===== config.mk =====
export PLATFORM = sky130hd
export DESIGN_NAME = lane_slave_ctrl
export DESIGN_NICKNAME = d
export VERILOG_FILES = /design/src/hdl/lane_pkg.sv /design/src/hdl/word_stream_if.sv /design/src/hdl/lane_slave_ctrl.sv /design/src/hdl/word_fifo.sv /design/src/hdl/word_mem.sv
export SDC_FILE = /design/constraint.sdc
export NUM_CORES = 1
export LEC_CHECK = 0
export BUFFER_PORTS_ARGS = -buffer_cell sky130_fd_sc_hd__buf_2
export CELL_PAD_IN_SITES_DETAIL_PLACEMENT = 0
export CELL_PAD_IN_SITES_GLOBAL_PLACEMENT = 2
export CORE_MARGIN = 1.5
export CORE_UTILIZATION = 49
export DETAILED_ROUTE_END_ITERATION = 8
export PLACE_DENSITY_LB_ADDON = 0.1
export SETUP_SLACK_MARGIN = 0.05
export SYNTH_ARGS = -nofsm -noshare
export SYNTH_HDL_FRONTEND = slang
export SYNTH_SLANG_ARGS = --single-unit

===== constraint.sdc =====
create_clock -name clk_i -period 7.6 [get_ports clk_i]
set_clock_uncertainty 0.2 [all_clocks]
set_input_delay 0.38 -clock clk_i [delete_from_list [all_inputs] [get_ports clk_i]]
set_output_delay 0.38 -clock clk_i [all_outputs]
set_load 0.01 [all_outputs]

===== src/hdl/lane_pkg.sv =====
// Function
// - lane enables from size, offset, width
// - byte port uses only top lane
// - word port lanes by lowest address bit
// - long port lanes from offset onward
// - cachable read drives every attached lane
// - byte strobes are enables and data strobe, none on cachable reads
// - one port width per long word
// - cachable reads return full port width
// - burst slave is 32-bit, acknowledges burst
// - burst beats end with synchronous terminate
package lane_pkg;
  // transfer size codes {hi,lo}
  localparam logic [1:0] SIZE_LONG = 2'h0;
  localparam logic [1:0] SIZE_BYTE = 2'h1;
  localparam logic [1:0] SIZE_WORD = 2'h2;
  localparam logic [1:0] SIZE_TRIPLE = 2'h3;
  // port width setting
  localparam logic [1:0] PORT_8 = 2'h0;
  localparam logic [1:0] PORT_16 = 2'h1;
  localparam logic [1:0] PORT_32 = 2'h2;
  // port width acknowledge codes, active high
  localparam logic [1:0] ACK_8 = 2'h1;
  localparam logic [1:0] ACK_16 = 2'h2;
  localparam logic [1:0] ACK_32 = 2'h3;
  localparam logic [1:0] ACK_NONE = 2'h0;
  // lane groups, bit 3 is the top lane
  localparam logic [3:0] LANES_ALL = 4'hF;
  localparam logic [3:0] LANES_HALF = 4'hC;
  localparam logic [3:0] LANES_TOP = 4'h8;
  localparam logic [3:0] LANES_NONE = 4'h0;
  // storage and buffering
  localparam int MEM_AW = 4;
  localparam int MEM_WORDS = 16;
  localparam int FIFO_DEPTH = 4;
  localparam int FIFO_W = 40;
  localparam logic [1:0] LAST_BEAT = 2'h3;
  // register byte offsets
  localparam logic [3:0] REG_CTRL = 4'h0;
  localparam logic [3:0] REG_STATUS = 4'h4;
  localparam logic [3:0] REG_COUNT = 4'h8;
  // control fields and reset value
  localparam int CTRL_WIDTH_LSB = 0;
  localparam int CTRL_BURST_BIT = 2;
  localparam int CTRL_SYNC_BIT = 3;
  localparam int CTRL_HOLD_BIT = 4;
  localparam logic [4:0] CTRL_RESET = 5'h02;
  // status fields
  localparam int ST_LANES_LSB = 0;
  localparam int ST_EMPTY_BIT = 4;
  localparam int ST_FULL_BIT = 5;
  localparam int ST_BUSY_BIT = 6;
  // counter fields
  localparam int CNT_READ_LSB = 16;
  localparam logic [15:0] CNT_RESET = 16'h0000;
endpackage


===== src/hdl/word_stream_if.sv =====
`timescale 1ns/1ps
`default_nettype none
// valid/ready word stream between the top and the fifo
interface word_stream_if #(parameter int W = 40) ();
  logic valid; // word offered
  logic ready; // word accepted
  logic [W-1:0] data; // payload
  modport source(output valid, output data, input ready);
  modport sink(input valid, input data, output ready);
endinterface
`default_nettype wire


===== src/hdl/lane_slave_ctrl.sv =====
// Our own choices: the Wishbone register port and the register addresses.
`timescale 1ns/1ps
`default_nettype none
// slave port that answers the processor bus with dynamic sizing
module lane_slave_ctrl
  import lane_pkg::*;
(
  input wire logic clk_i,
  input wire logic rst_i,
  // wishbone register port
  input wire logic [3:0] wb_adr_i,
  input wire logic [31:0] wb_dat_i,
  input wire logic [3:0] wb_sel_i,
  input wire logic wb_we_i,
  input wire logic wb_cyc_i,
  input wire logic wb_stb_i,
  output logic [31:0] wb_dat_o,
  output logic wb_ack_o,
  // processor bus, same clock
  input wire logic ds_i,
  input wire logic rw_i,
  input wire logic cache_req_i,
  input wire logic burst_req_i,
  input wire logic xfer_size_hi_i,
  input wire logic xfer_size_lo_i,
  input wire logic addr_bit_one_i,
  input wire logic addr_bit_zero_i,
  input wire logic [MEM_AW-1:0] addr_word_i,
  input wire logic [31:0] data_i,
  output logic [31:0] data_o,
  output logic [3:0] data_oe_o,
  output logic [3:0] lane_strobe_o,
  output logic [1:0] port_width_ack_o,
  output logic sync_cycle_terminate_o,
  output logic cache_burst_ack_o
);
  typedef enum logic [5:0] {
    ST_IDLE = 6'h01,
    ST_WRITE = 6'h02,
    ST_RDWAIT = 6'h04,
    ST_RDMEM = 6'h08,
    ST_RDATA = 6'h10,
    ST_ACK = 6'h20
  } state_type;

  state_type state; // bus cycle sequencer
  logic [4:0] ctrl; // software settings
  logic [1:0] width; // port width from ctrl
  logic [1:0] width_q; // width held for the cycle
  logic sync_q; // cycle ends with sync terminate
  logic rw_q; // 1 = read
  logic cache_q; // cachable read
  logic burst_q; // burst accepted
  logic [1:0] off_q; // low address bits
  logic [MEM_AW-1:0] word_q; // word address
  logic [1:0] beat; // burst beat number
  logic [3:0] lane_en_q; // enables of the cycle
  logic [15:0] rd_count; // reads served
  logic [15:0] wr_count; // writes served
  logic [1:0] size_code; // {hi,lo}
  logic [1:0] off; // {a1,a0}
  logic [2:0] nbytes; // bytes requested
  logic [2:0] last; // offset of last byte
  logic [3:0] en32; // long port enables
  logic [3:0] en16; // word port enables
  logic [3:0] lane_en; // enables for chosen width
  logic [3:0] port_lanes; // every lane the port sits on
  logic [3:0] port_q; // lanes of the held port width
  logic [3:0] mem_be; // byte writes into storage
  logic [31:0] mem_wdata; // write data aligned to storage
  logic [31:0] rd_data; // storage read data
  logic [31:0] rd_map; // read data placed on the lanes
  logic rd_en; // storage read request
  logic [MEM_AW-1:0] rd_addr; // storage read address
  logic fifo_full;
  logic fifo_empty;
  logic push_done; // write entry taken by the fifo
  logic [1:0] ack_code; // width acknowledge for the cycle

  word_stream_if #(.W(FIFO_W)) push_s ();
  word_stream_if #(.W(FIFO_W)) drain_s ();

  assign width = ctrl[CTRL_WIDTH_LSB +: 2];
  assign size_code = {xfer_size_hi_i, xfer_size_lo_i};
  assign off = {addr_bit_one_i, addr_bit_zero_i};

  // byte count of the size code, long word is four
  assign nbytes = (size_code == SIZE_LONG) ? 3'h4 : {1'b0, size_code};
  assign last = {1'b0, off} + nbytes - 3'h1;

  // long port: lanes from the offset to the last byte, stop at 7:0
  for (genvar k = 0; k < 4; k++) begin : g_en32
    assign en32[3-k] = (3'(k) >= {1'b0, off}) && (3'(k) <= last);
  end

  // word port: top lane on even byte, next lane on odd or wider
  assign en16 = {!addr_bit_zero_i,
                 addr_bit_zero_i || (size_code != SIZE_BYTE),
                 2'b00};

  // pure decode, no state involved
  always_comb begin
    unique case (width)
      PORT_8: begin
        lane_en = LANES_TOP;
        port_lanes = LANES_TOP;
        mem_be = LANES_TOP >> off;
        mem_wdata = {4{data_i[31:24]}};
      end
      PORT_16: begin
        lane_en = en16;
        port_lanes = LANES_HALF;
        mem_be = addr_bit_one_i ? {2'b00, en16[3:2]} : en16;
        mem_wdata = {2{data_i[31:16]}};
      end
      default: begin
        lane_en = en32;
        port_lanes = LANES_ALL;
        mem_be = en32;
        mem_wdata = data_i;
      end
    endcase
  end

  // acknowledge code follows the held width for the whole word
  always_comb begin
    unique case (width_q)
      PORT_8: ack_code = ACK_8;
      PORT_16: ack_code = ACK_16;
      default: ack_code = ACK_32;
    endcase
  end

  // cached reads ignore size: byte port moves the addressed byte up,
  // word port gives the word holding it, long port the whole word
  always_comb begin
    unique case (width_q)
      PORT_8: rd_map = rd_data << {off_q, 3'h0};
      PORT_16: rd_map = off_q[1] ? {2{rd_data[15:0]}} : rd_data;
      default: rd_map = rd_data;
    endcase
  end

  // write entries wait in the fifo; a read first lets it run dry,
  // trading read latency for never returning stale bytes
  assign push_s.valid = (state == ST_WRITE);
  assign push_done = push_s.valid && push_s.ready;
  assign drain_s.ready = !ctrl[CTRL_HOLD_BIT];
  assign rd_en = ((state == ST_RDWAIT) && fifo_empty) ||
                 ((state == ST_RDATA) && burst_q && (beat != LAST_BEAT));
  assign rd_addr = (state == ST_RDATA)
                   ? {word_q[MEM_AW-1:2], word_q[1:0] + beat + 2'h1}
                   : word_q;

  word_fifo #(.W(FIFO_W), .D(FIFO_DEPTH)) u_fifo (
    .clk_i(clk_i),
    .rst_i(rst_i),
    .fill_s(push_s),
    .drain_s(drain_s),
    .full_o(fifo_full),
    .empty_o(fifo_empty)
  );

  word_mem u_mem (
    .clk_i(clk_i),
    .wr_en_i(drain_s.valid && drain_s.ready),
    .wr_addr_i(drain_s.data[39:36]),
    .wr_be_i(drain_s.data[35:32]),
    .wr_data_i(drain_s.data[31:0]),
    .rd_en_i(rd_en),
    .rd_addr_i(rd_addr),
    .rd_data_o(rd_data)
  );

  // cycle sequencer
  always_ff @(posedge clk_i) begin
    if (rst_i) begin
      state <= ST_IDLE;
    end else begin
      unique case (state)
        ST_IDLE: if (ds_i) state <= rw_i ? ST_RDWAIT : ST_WRITE;
        // a full fifo holds the cycle: back-pressure to the processor
        ST_WRITE: if (push_done) state <= ST_ACK;
        ST_RDWAIT: if (fifo_empty) state <= ST_RDMEM;
        ST_RDMEM: state <= ST_RDATA;
        // next beat wraps within the four-entry line
        ST_RDATA: state <= rd_en ? ST_RDMEM : ST_ACK;
        ST_ACK: if (!ds_i) state <= ST_IDLE;
        default: state <= ST_IDLE;
      endcase
    end
  end

  // cycle attributes caught at the data strobe
  always_ff @(posedge clk_i) begin
    if (rst_i) begin
      rw_q <= 1'b0;
      cache_q <= 1'b0;
      burst_q <= 1'b0;
      off_q <= 2'h0;
      word_q <= '0;
      width_q <= PORT_32;
      port_q <= LANES_ALL;
      sync_q <= 1'b0;
      lane_en_q <= LANES_NONE;
      push_s.data <= '0;
    end else if ((state == ST_IDLE) && ds_i) begin
      rw_q <= rw_i;
      cache_q <= rw_i && cache_req_i;
      // bursts only on a 32-bit port ended synchronously
      burst_q <= rw_i && cache_req_i && burst_req_i &&
                 ctrl[CTRL_BURST_BIT] && ctrl[CTRL_SYNC_BIT] &&
                 (width == PORT_32);
      off_q <= off;
      word_q <= addr_word_i;
      width_q <= width;
      port_q <= port_lanes;
      sync_q <= ctrl[CTRL_SYNC_BIT];
      lane_en_q <= lane_en;
      push_s.data <= {addr_word_i, mem_be, mem_wdata};
    end
  end

  // beat counter of a burst
  always_ff @(posedge clk_i) begin
    if (rst_i) begin
      beat <= 2'h0;
    end else if (state == ST_IDLE) begin
      beat <= 2'h0;
    end else if ((state == ST_RDATA) && rd_en) begin
      beat <= beat + 2'h1;
    end
  end

  // per-byte strobes: enable and data strobe, writes and uncached reads
  always_ff @(posedge clk_i) begin
    if (rst_i) begin
      lane_strobe_o <= LANES_NONE;
    end else if (ds_i && (!rw_i || !cache_req_i)) begin
      lane_strobe_o <= lane_en;
    end else begin
      lane_strobe_o <= LANES_NONE;
    end
  end

  // read data and lane drive, held until the data strobe falls
  always_ff @(posedge clk_i) begin
    if (rst_i) begin
      data_o <= 32'h00000000;
      data_oe_o <= LANES_NONE;
    end else if (state == ST_RDMEM) begin
      data_o <= rd_map;
      // cached reads drive the whole port, others only selected lanes
      data_oe_o <= cache_q ? port_q : lane_en_q;
    end else if ((state == ST_ACK) && !ds_i) begin
      data_oe_o <= LANES_NONE;
    end
  end

  // terminations: width ack held to strobe end, sync terminate one pulse
  always_ff @(posedge clk_i) begin
    if (rst_i) begin
      port_width_ack_o <= ACK_NONE;
      sync_cycle_terminate_o <= 1'b0;
      cache_burst_ack_o <= 1'b0;
    end else begin
      sync_cycle_terminate_o <= sync_q && (push_done ||
                                           (state == ST_RDMEM));
      cache_burst_ack_o <= (state == ST_RDMEM) && burst_q &&
                           (beat == 2'h0);
      if (!sync_q && (push_done || (state == ST_RDMEM))) begin
        port_width_ack_o <= ack_code;
      end else if ((state == ST_ACK) && !ds_i) begin
        port_width_ack_o <= ACK_NONE;
      end
    end
  end

  // traffic counters
  always_ff @(posedge clk_i) begin
    if (rst_i) begin
      rd_count <= CNT_RESET;
      wr_count <= CNT_RESET;
    end else if ((state == ST_IDLE) && ds_i) begin
      if (rw_i) begin
        rd_count <= rd_count + 16'h0001;
      end else begin
        wr_count <= wr_count + 16'h0001;
      end
    end
  end

  // wishbone slave: one wait-free ack, unmapped reads give zero
  always_ff @(posedge clk_i) begin
    if (rst_i) begin
      wb_ack_o <= 1'b0;
      wb_dat_o <= 32'h00000000;
      ctrl <= CTRL_RESET;
    end else begin
      wb_ack_o <= wb_cyc_i && wb_stb_i && !wb_ack_o;
      wb_dat_o <= 32'h00000000;
      if (wb_cyc_i && wb_stb_i && !wb_ack_o) begin
        if (wb_we_i && (wb_adr_i == REG_CTRL) && wb_sel_i[0]) begin
          ctrl <= wb_dat_i[4:0];
        end
        unique case (wb_adr_i)
          REG_CTRL: wb_dat_o <= {27'h0000000, ctrl};
          REG_STATUS: wb_dat_o <= {25'h0000000, (state != ST_IDLE),
                                   fifo_full, fifo_empty, lane_en_q};
          REG_COUNT: wb_dat_o <= {rd_count, wr_count};
          default: wb_dat_o <= 32'h00000000;
        endcase
      end
    end
  end
endmodule
`default_nettype wire


===== src/hdl/word_fifo.sv =====
`timescale 1ns/1ps
`default_nettype none
// small synchronous fifo, full and empty from an occupancy count
module word_fifo #(
  parameter int W = 40,
  parameter int D = 4
) (
  input wire logic clk_i,
  input wire logic rst_i,
  word_stream_if.sink fill_s,
  word_stream_if.source drain_s,
  output logic full_o,
  output logic empty_o
);
  localparam int PW = $clog2(D);
  logic [W-1:0] store [D]; // entries, no reset needed
  logic [PW-1:0] wr_ptr; // next slot to fill
  logic [PW-1:0] rd_ptr; // oldest entry
  logic [PW:0] count; // occupancy
  logic push;
  logic pop;

  assign push = fill_s.valid && fill_s.ready;
  assign pop = drain_s.valid && drain_s.ready;
  assign fill_s.ready = (count != (PW+1)'(D));
  assign drain_s.valid = (count != '0);
  assign drain_s.data = store[rd_ptr];
  assign full_o = !fill_s.ready;
  assign empty_o = !drain_s.valid;

  // storage write, no reset to keep it ram-like
  always_ff @(posedge clk_i) begin
    if (push) begin
      store[wr_ptr] <= fill_s.data;
    end
  end

  // pointers wrap at depth, depth need not be a power of two
  always_ff @(posedge clk_i) begin
    if (rst_i) begin
      wr_ptr <= '0;
      rd_ptr <= '0;
    end else begin
      if (push) begin
        wr_ptr <= (wr_ptr == PW'(D-1)) ? '0 : wr_ptr + 1'b1;
      end
      if (pop) begin
        rd_ptr <= (rd_ptr == PW'(D-1)) ? '0 : rd_ptr + 1'b1;
      end
    end
  end

  // occupancy
  always_ff @(posedge clk_i) begin
    if (rst_i) begin
      count <= '0;
    end else if (push && !pop) begin
      count <= count + 1'b1;
    end else if (pop && !push) begin
      count <= count - 1'b1;
    end
  end
endmodule
`default_nettype wire


===== src/hdl/word_mem.sv =====
`timescale 1ns/1ps
`default_nettype none
// word store with per-byte write enables, registered read data
module word_mem
  import lane_pkg::*;
(
  input wire logic clk_i,
  input wire logic wr_en_i,
  input wire logic [MEM_AW-1:0] wr_addr_i,
  input wire logic [3:0] wr_be_i,
  input wire logic [31:0] wr_data_i,
  input wire logic rd_en_i,
  input wire logic [MEM_AW-1:0] rd_addr_i,
  output logic [31:0] rd_data_o
);
  // one byte-wide store per lane, so every array has a single writer;
  // lane 3 (bits 31:24) holds byte offset 0
  for (genvar b = 0; b < 4; b++) begin : g_lane
    logic [7:0] cells [MEM_WORDS]; // lane b of every word
    always_ff @(posedge clk_i) begin
      if (wr_en_i && wr_be_i[b]) begin
        cells[wr_addr_i] <= wr_data_i[8*b +: 8];
      end
    end

    // read data one cycle after the request
    always_ff @(posedge clk_i) begin
      if (rd_en_i) begin
        rd_data_o[8*b +: 8] <= cells[rd_addr_i];
      end
    end
  end
endmodule
`default_nettype wire


# == After elaboration in Yosys (flattened, before gate mapping) ==
# Memory sizes are Yosys's and may differ from the RTL's. A register that Yosys moved wholly into a read port is not among the register bits.
# Cells that the tools add are included.
# W data, S select, Z words.
# totals
register_bits,188
ramBits,672
n_memories,5
# mem_list
memory,depth,word_bits,rd,rd_clocked_by_memory_dff,write_ports,line,text
u_fifo.store,4,40,1,1,1,word_fifo.sv:16,logic [W-1:0] store [D];
u_mem.g_lane[0].cells,16,8,1,1,1,word_mem.sv:19,logic [7:0] cells [MEM_WORDS];
u_mem.g_lane[1].cells,16,8,1,1,1,word_mem.sv:19,
u_mem.g_lane[2].cells,16,8,1,1,1,word_mem.sv:19,
u_mem.g_lane[3].cells,16,8,1,1,1,word_mem.sv:19,
# classes
n_addsub,11
order_cmp,7
eq_ne,21
n_shift,2
n_mux,39
n_bitwise,3
reduce_logical,62
# ops
op,count
$pmux W32 S3,1
$pmux W32 S2,1
$pmux W24 S2,1
$pmux W6 S6,1
$add A16 B1 Y16 const B,2
$mux W32,1
$shl A32 B5 Y32,1
$logic_and A1 B1 Y1,31
$mux W6,5
$mux W4,4
$pmux W4 S2,2
$mux W2,7
$mux W3,4
$logic_not A1 Y1,11
$mux W1,10
$ne A2 B2 Y1 const B,5
$add A2 B1 Y2 const B,4
$logic_not A2 Y1,4
$eq A2 B2 Y1 const B,3
$eq A6 B1 Y1 const B,1
$eq A6 B2 Y1 const B,1
$eq A6 B3 Y1 const B,1
$eq A6 B4 Y1 const B,1
$eq A6 B5 Y1 const B,1
26 further kinds,42

# == Depth between registers and ports, before layout ==
# depth
word_depth,7
mapped_depth,10
mapped_depth_nobuf,10

# == Cells and area by module ==
# Synthesis repeated with hierarchy kept, for this count alone.
# hier_totals
hier_cells,2078
area_unflattened_um2,34443.0
# modules_own_cells
mod,instances,cells_per_inst,area_per_inst_um2,seq_area_each_um2
word_mem,1,909,20419.6,16335.7
lane_slave_ctrl,1,910,7776.2,3503.4
word_fifo,1,259,6247.2,4984.8

# == Worst setup path after synthesis ==
# No wires, ideal clock.
# synth_timing
path_type,reg2reg
start,register state[2]
end,memory u_fifo.store[3][0] (enable)
arrival_ns,2.474
path_slack_ns,4.525
path_stages_with_launch,5
path_buffers,1
path_cell_list,dfxtp_1 > buf_2 > or4b_1 > nor4_4 > and2_1
# synth_between
elab_chain_cells,4
# synth_rtl
element,line,text
from (decl),lane_slave_ctrl.sv:46,state_type state;
from (signal assigned),lane_slave_ctrl.sv:181,ST_IDLE: if (ds_i) state <= rw_i ? ST_RDWAIT : ST_WRITE;
from (signal assigned),lane_slave_ctrl.sv:187,ST_RDATA: state <= rd_en ? ST_RDMEM : ST_ACK;
$eq A6 B2 Y1,lane_slave_ctrl.sv:146,assign push_s.valid = (state == ST_WRITE);
$logic_and A1 B1 Y1,--,
net push_done,lane_slave_ctrl.sv:77,logic push_done;
$mux W1,word_fifo.sv:33,if (push) begin
$mux W1 (not written as such),word_fifo.sv:34,store[wr_ptr] <= fill_s.data;
to (decl),word_fifo.sv:16,
# The timed path passes the listed nets, and every way through them passes these cells.

# == Worst setup path after layout ==
# layout_timing
start,register state[5]
end,"register u_mem.rd_data_o[17] (read register of u_mem.g_lane[2].cells), data pin"
# layout_between
elab_chain_cells,4
word_cells_on_any_way,7
# layout_rtl
element,line,text
$eq A6 B5 Y1,"lane_slave_ctrl.sv:150, lane_slave_ctrl.sv:151",
$logic_and A1 B1 Y1 (2 in series),lane_slave_ctrl.sv:150,((state == ST_RDATA) && burst_q && (beat != LAST_BEAT));
$logic_or A1 B1 Y1,lane_slave_ctrl.sv:149,assign rd_en = ((state == ST_RDWAIT) && fifo_empty) ||
to (decl),word_mem.sv:14,output logic [31:0] rd_data_o
# Several ways; a longest one is shown, not always the timed one.
# A chain may end at the register's enable or synchronous reset.

==> run_results.csv <==
group,metric,value,unit
clock_network,htreeDepth,3,
critical_path,crit_fanout,89,
floorplan,io_pins,166,
critical_path,r2r_cells,8,
cells_and_area,drive_gt1_share,21.5,%
pwr,combPwrFrac,15.0,%
route,avgRoutedWirePerCell,24.5,um
global_routing,grt_usage,22.5,%
sta,tightest_slew,1.21,ns
synthesis,ys.warnings.count,0,
route,dr.max_layer_used,"met4",
route,viasPerCell,5.68,
place,hpwl,50.9,mm
cells_and_area,diodes,0,
clock_network,cts_buffers,90,
sta,tns,0,ns
critical_path,end_kind,"flop",
clock_network,cts_buffer_depth,3,
synthesis,synthArstFlopShare,0,%
clock_network,clkSlewWorstSetupHoldPaths,0.06,ns
floorplan,die_w,267,um
clock_network,clk_latency,0.63,ns
sta,timing.final.crit_share,52.6,%
cells_and_area,layout_common_cells,"edfxtp_1, dfxtp_1, nor2_1",
pwr,finalPower,12.2,mW
pwr,p_per_area,315,nW/um2
sta,slew_viol_final,0,
synthesis,synth_cell_types,54,
sta,fmax,250,MHz
synthesis,seq_area_frac_synth,72.9,%
cells_and_area,syn2layout_area_growth,14.2,%
run_status,status,"finished clean",
pwr,vdd_drop_max,172,uV
floorplan,dieHeight,267,um
pwr,p_seq_share,50.0,%
critical_path,worst-setup-path-type,"reg2reg",
global_routing,grt_max_degree,129,
route,via_count,18199,
job,maxCapViolCount,0,
route,wl_met2,38.9,mm
synthesis,ys_ff_latch,888,
pwr,switching_power,3.18,mW
sta,hold_violations,0,
worst_hold_path,holdCritPathClass,"in2reg",
route,drtIter0Drc,1459,
pwr,p_sw_share,26.0,%
critical_path,cp-start-kind,"flop",
critical_path,reg2reg_from,"state[5]",
route,wl_met3,4.01,mm
cells_and_area,nNetsFinal,2308,
global_routing,grt_pass1_vias,18336,
clock_network,cts-root-buf,"clkbuf_16",
global_routing,grt_pass1_wl,117,mm
global_routing,grt.overflow.total,0,
sta,setup_viol,0,
synthesis,syn_inst,2033,
route,routed_wl,78.6,mm
global_routing,antenna_found_initial,2,
pwr,p_leak,13.0,nW
synthesis,synth_fp_nets,2137,
clock_network,cts_tree,"done",
cells_and_area,final_common_cell,"edfxtp_1",
floorplan,num_rows,96,
route,antenna_left,0,
synthesis,synth_edf_count,704,
synthesis,synth_ff_type,"edfxtp_1",
critical_path,cp.required,7.75,ns
pwr,clkPwrFrac,35.1,%
floorplan,start_util,49.5,%
synthesis,syn_area,34000,um2
clock_network,clkSinkCount,888,
critical_path,crit_arrival,4.15,ns
sta,min_period,4.00,ns
worst_hold_path,min-delay-start,"data_i[11]",
floorplan,core,68700,um2
route,wl_met1,34.5,mm
place,io_buffer_count,135,
sta,slew_headroom,19.1,%
floorplan,dieArea,71000,um2
critical_path,crit_start,"state[5]",
route,firstDrtPassIters,9,
worst_hold_path,whs_path_depth,3,
pwr,intPower,9.05,mW
route,drc_errors,0,
synthesis,avgSynthCellArea,16.7,um2
sta,rsz0062_at_grt,"false",
place,place.gp.congestion,0.778,
-- power groups by stage --
| stage | registers (mW) | logic (mW) | clock network, mW |
|---|---|---|---|
| final | 6.11 | 1.83 | 4.29 |
| after global placement | 6.20 | 1.77 | 0 |
| after CTS | 6.12 | 1.85 | 4.38 |
| after floorplan | 6.12 | 1.25 | 0 |
| after detailed placement | 6.22 | 1.82 | 0 |
| after global routing | 6.14 | 1.99 | 4.58 |
-- kinds of logic after synthesis --
group | after synthesis | share of synthesized area, %
XOR/XNOR | 30 | 0.772
AND/OR/NAND/NOR | 497 | 6.64
flip-flops | 888 | 72.9
buffers and inverters | 140 | 1.72
AO/OA/AOI/OAI | 252 | 4.92
multiplexers | 211 | 12.4
adder cells (fa/ha/maj) | 15 | 0.574
-- final timing paths --
kind                              end  slack, ns
setup reg to reg  u_mem.rd_data_o[17]       3.60
hold reg to reg             data_o[4]       0.26
setup / recovery  u_mem.rd_data_o[17]       3.60
hold / removal        push_s.data[11]       0.03
-- state kept, by name, summed over array words and instances, names as in the netlist, 5 cells and up, named ones only --
| name | flops |
|---|---|
| data_o | 32 |
| rd_count | 16 |
| ctrl | 5 |
| wb_dat_o | 32 |
| u_fifo.store | 160 |
| u_mem.g_lane.cells | 512 |
| push_s.data | 36 |
| state | 6 |
| wr_count | 16 |
| u_mem.rd_data_o | 32 |
-- final cells by class --
cell class | count | area, um2
timing repair buffer | 195 | 1260
clock buffer | 130 | 2640
clock inverter | 31 | 235
inverter | 24 | 90.1
tap | 931 | 1160
fill | 5413 | 29800
sequential | 888 | 24800
multi-input combinational | 1005 | 8660
-- routing by layer --
layer,vias to the layer above,track usage [%]
met5,-,0
met4,0,5.56
met3,90,3.37
met2,481,37.0
met1,9364,31.9
li1,8264,-
-- worst max-delay path, stage by stage, from the launching register on --
cell     delay, ns
dfxtp_1       0.44
nor4_4        0.39
nand3_1       0.17
o21ai_4       0.08
buf_4         0.63
buf_12        0.61
mux4_2        0.59
a22oi_1       0.36
nand2_1       0.09
-- Yosys cell counts (4+ instances only) --
library cell / instances / area share [%]
nor2b_1: 15 / 0.28
ha_1: 14 / 0.51
a211oi_1: 21 / 0.46
buf_1: 12 / 0.13
edfxtp_1: 704 / 62
a222oi_1: 10 / 0.29
nand2_1: 162 / 1.8
mux2i_1: 32 / 0.94
nor3b_1: 4 / 0.088
or3_1: 9 / 0.17
a221oi_1: 5 / 0.13
o21ai_0: 37 / 0.54
nor2_1: 181 / 2.0
xor2_1: 18 / 0.46
clkbuf_1: 83 / 0.92
dfxtp_1: 184 / 11
nand4_1: 7 / 0.13
a31oi_1: 6 / 0.11
mux4_2: 168 / 11
mux2_2: 11 / 0.36
nand3b_1: 4 / 0.088
nor4_1: 4 / 0.074
inv_1: 24 / 0.26
and2_1: 37 / 0.68
a311oi_1: 9 / 0.23
a21oi_1: 71 / 1.0
a22oi_1: 71 / 1.6
buf_4: 9 / 0.20
or2_2: 4 / 0.074
buf_2: 10 / 0.15
and3_1: 4 / 0.074
xnor2_1: 12 / 0.31
o211ai_1: 6 / 0.13
nor3_1: 29 / 0.43
nand3_1: 22 / 0.32
-- metrics by stage --
step	cells	hold WS [ns]	util, %	cell area [um2]	setup slack, ns
finish	3204	0.0272	56.6	38900	3.60
detailed placement	3002	0.251	51.8	35600	3.54
global placement	3002	0.245	51.8	35600	3.53
floorplan	2033	0.235	-	34000	4.52
CTS	3204	0.00784	56.6	38900	3.52
global route	3204	0.0450	56.6	38900	3.30
-- what timing repair did --
action	CTS	global route
setup endpoints to repair	0	0
hold endpoints to repair	39	0
hold buffers	41	0
resized for setup	0	0
setup buffers	0	0
Power figures use the tool's default switching activity.
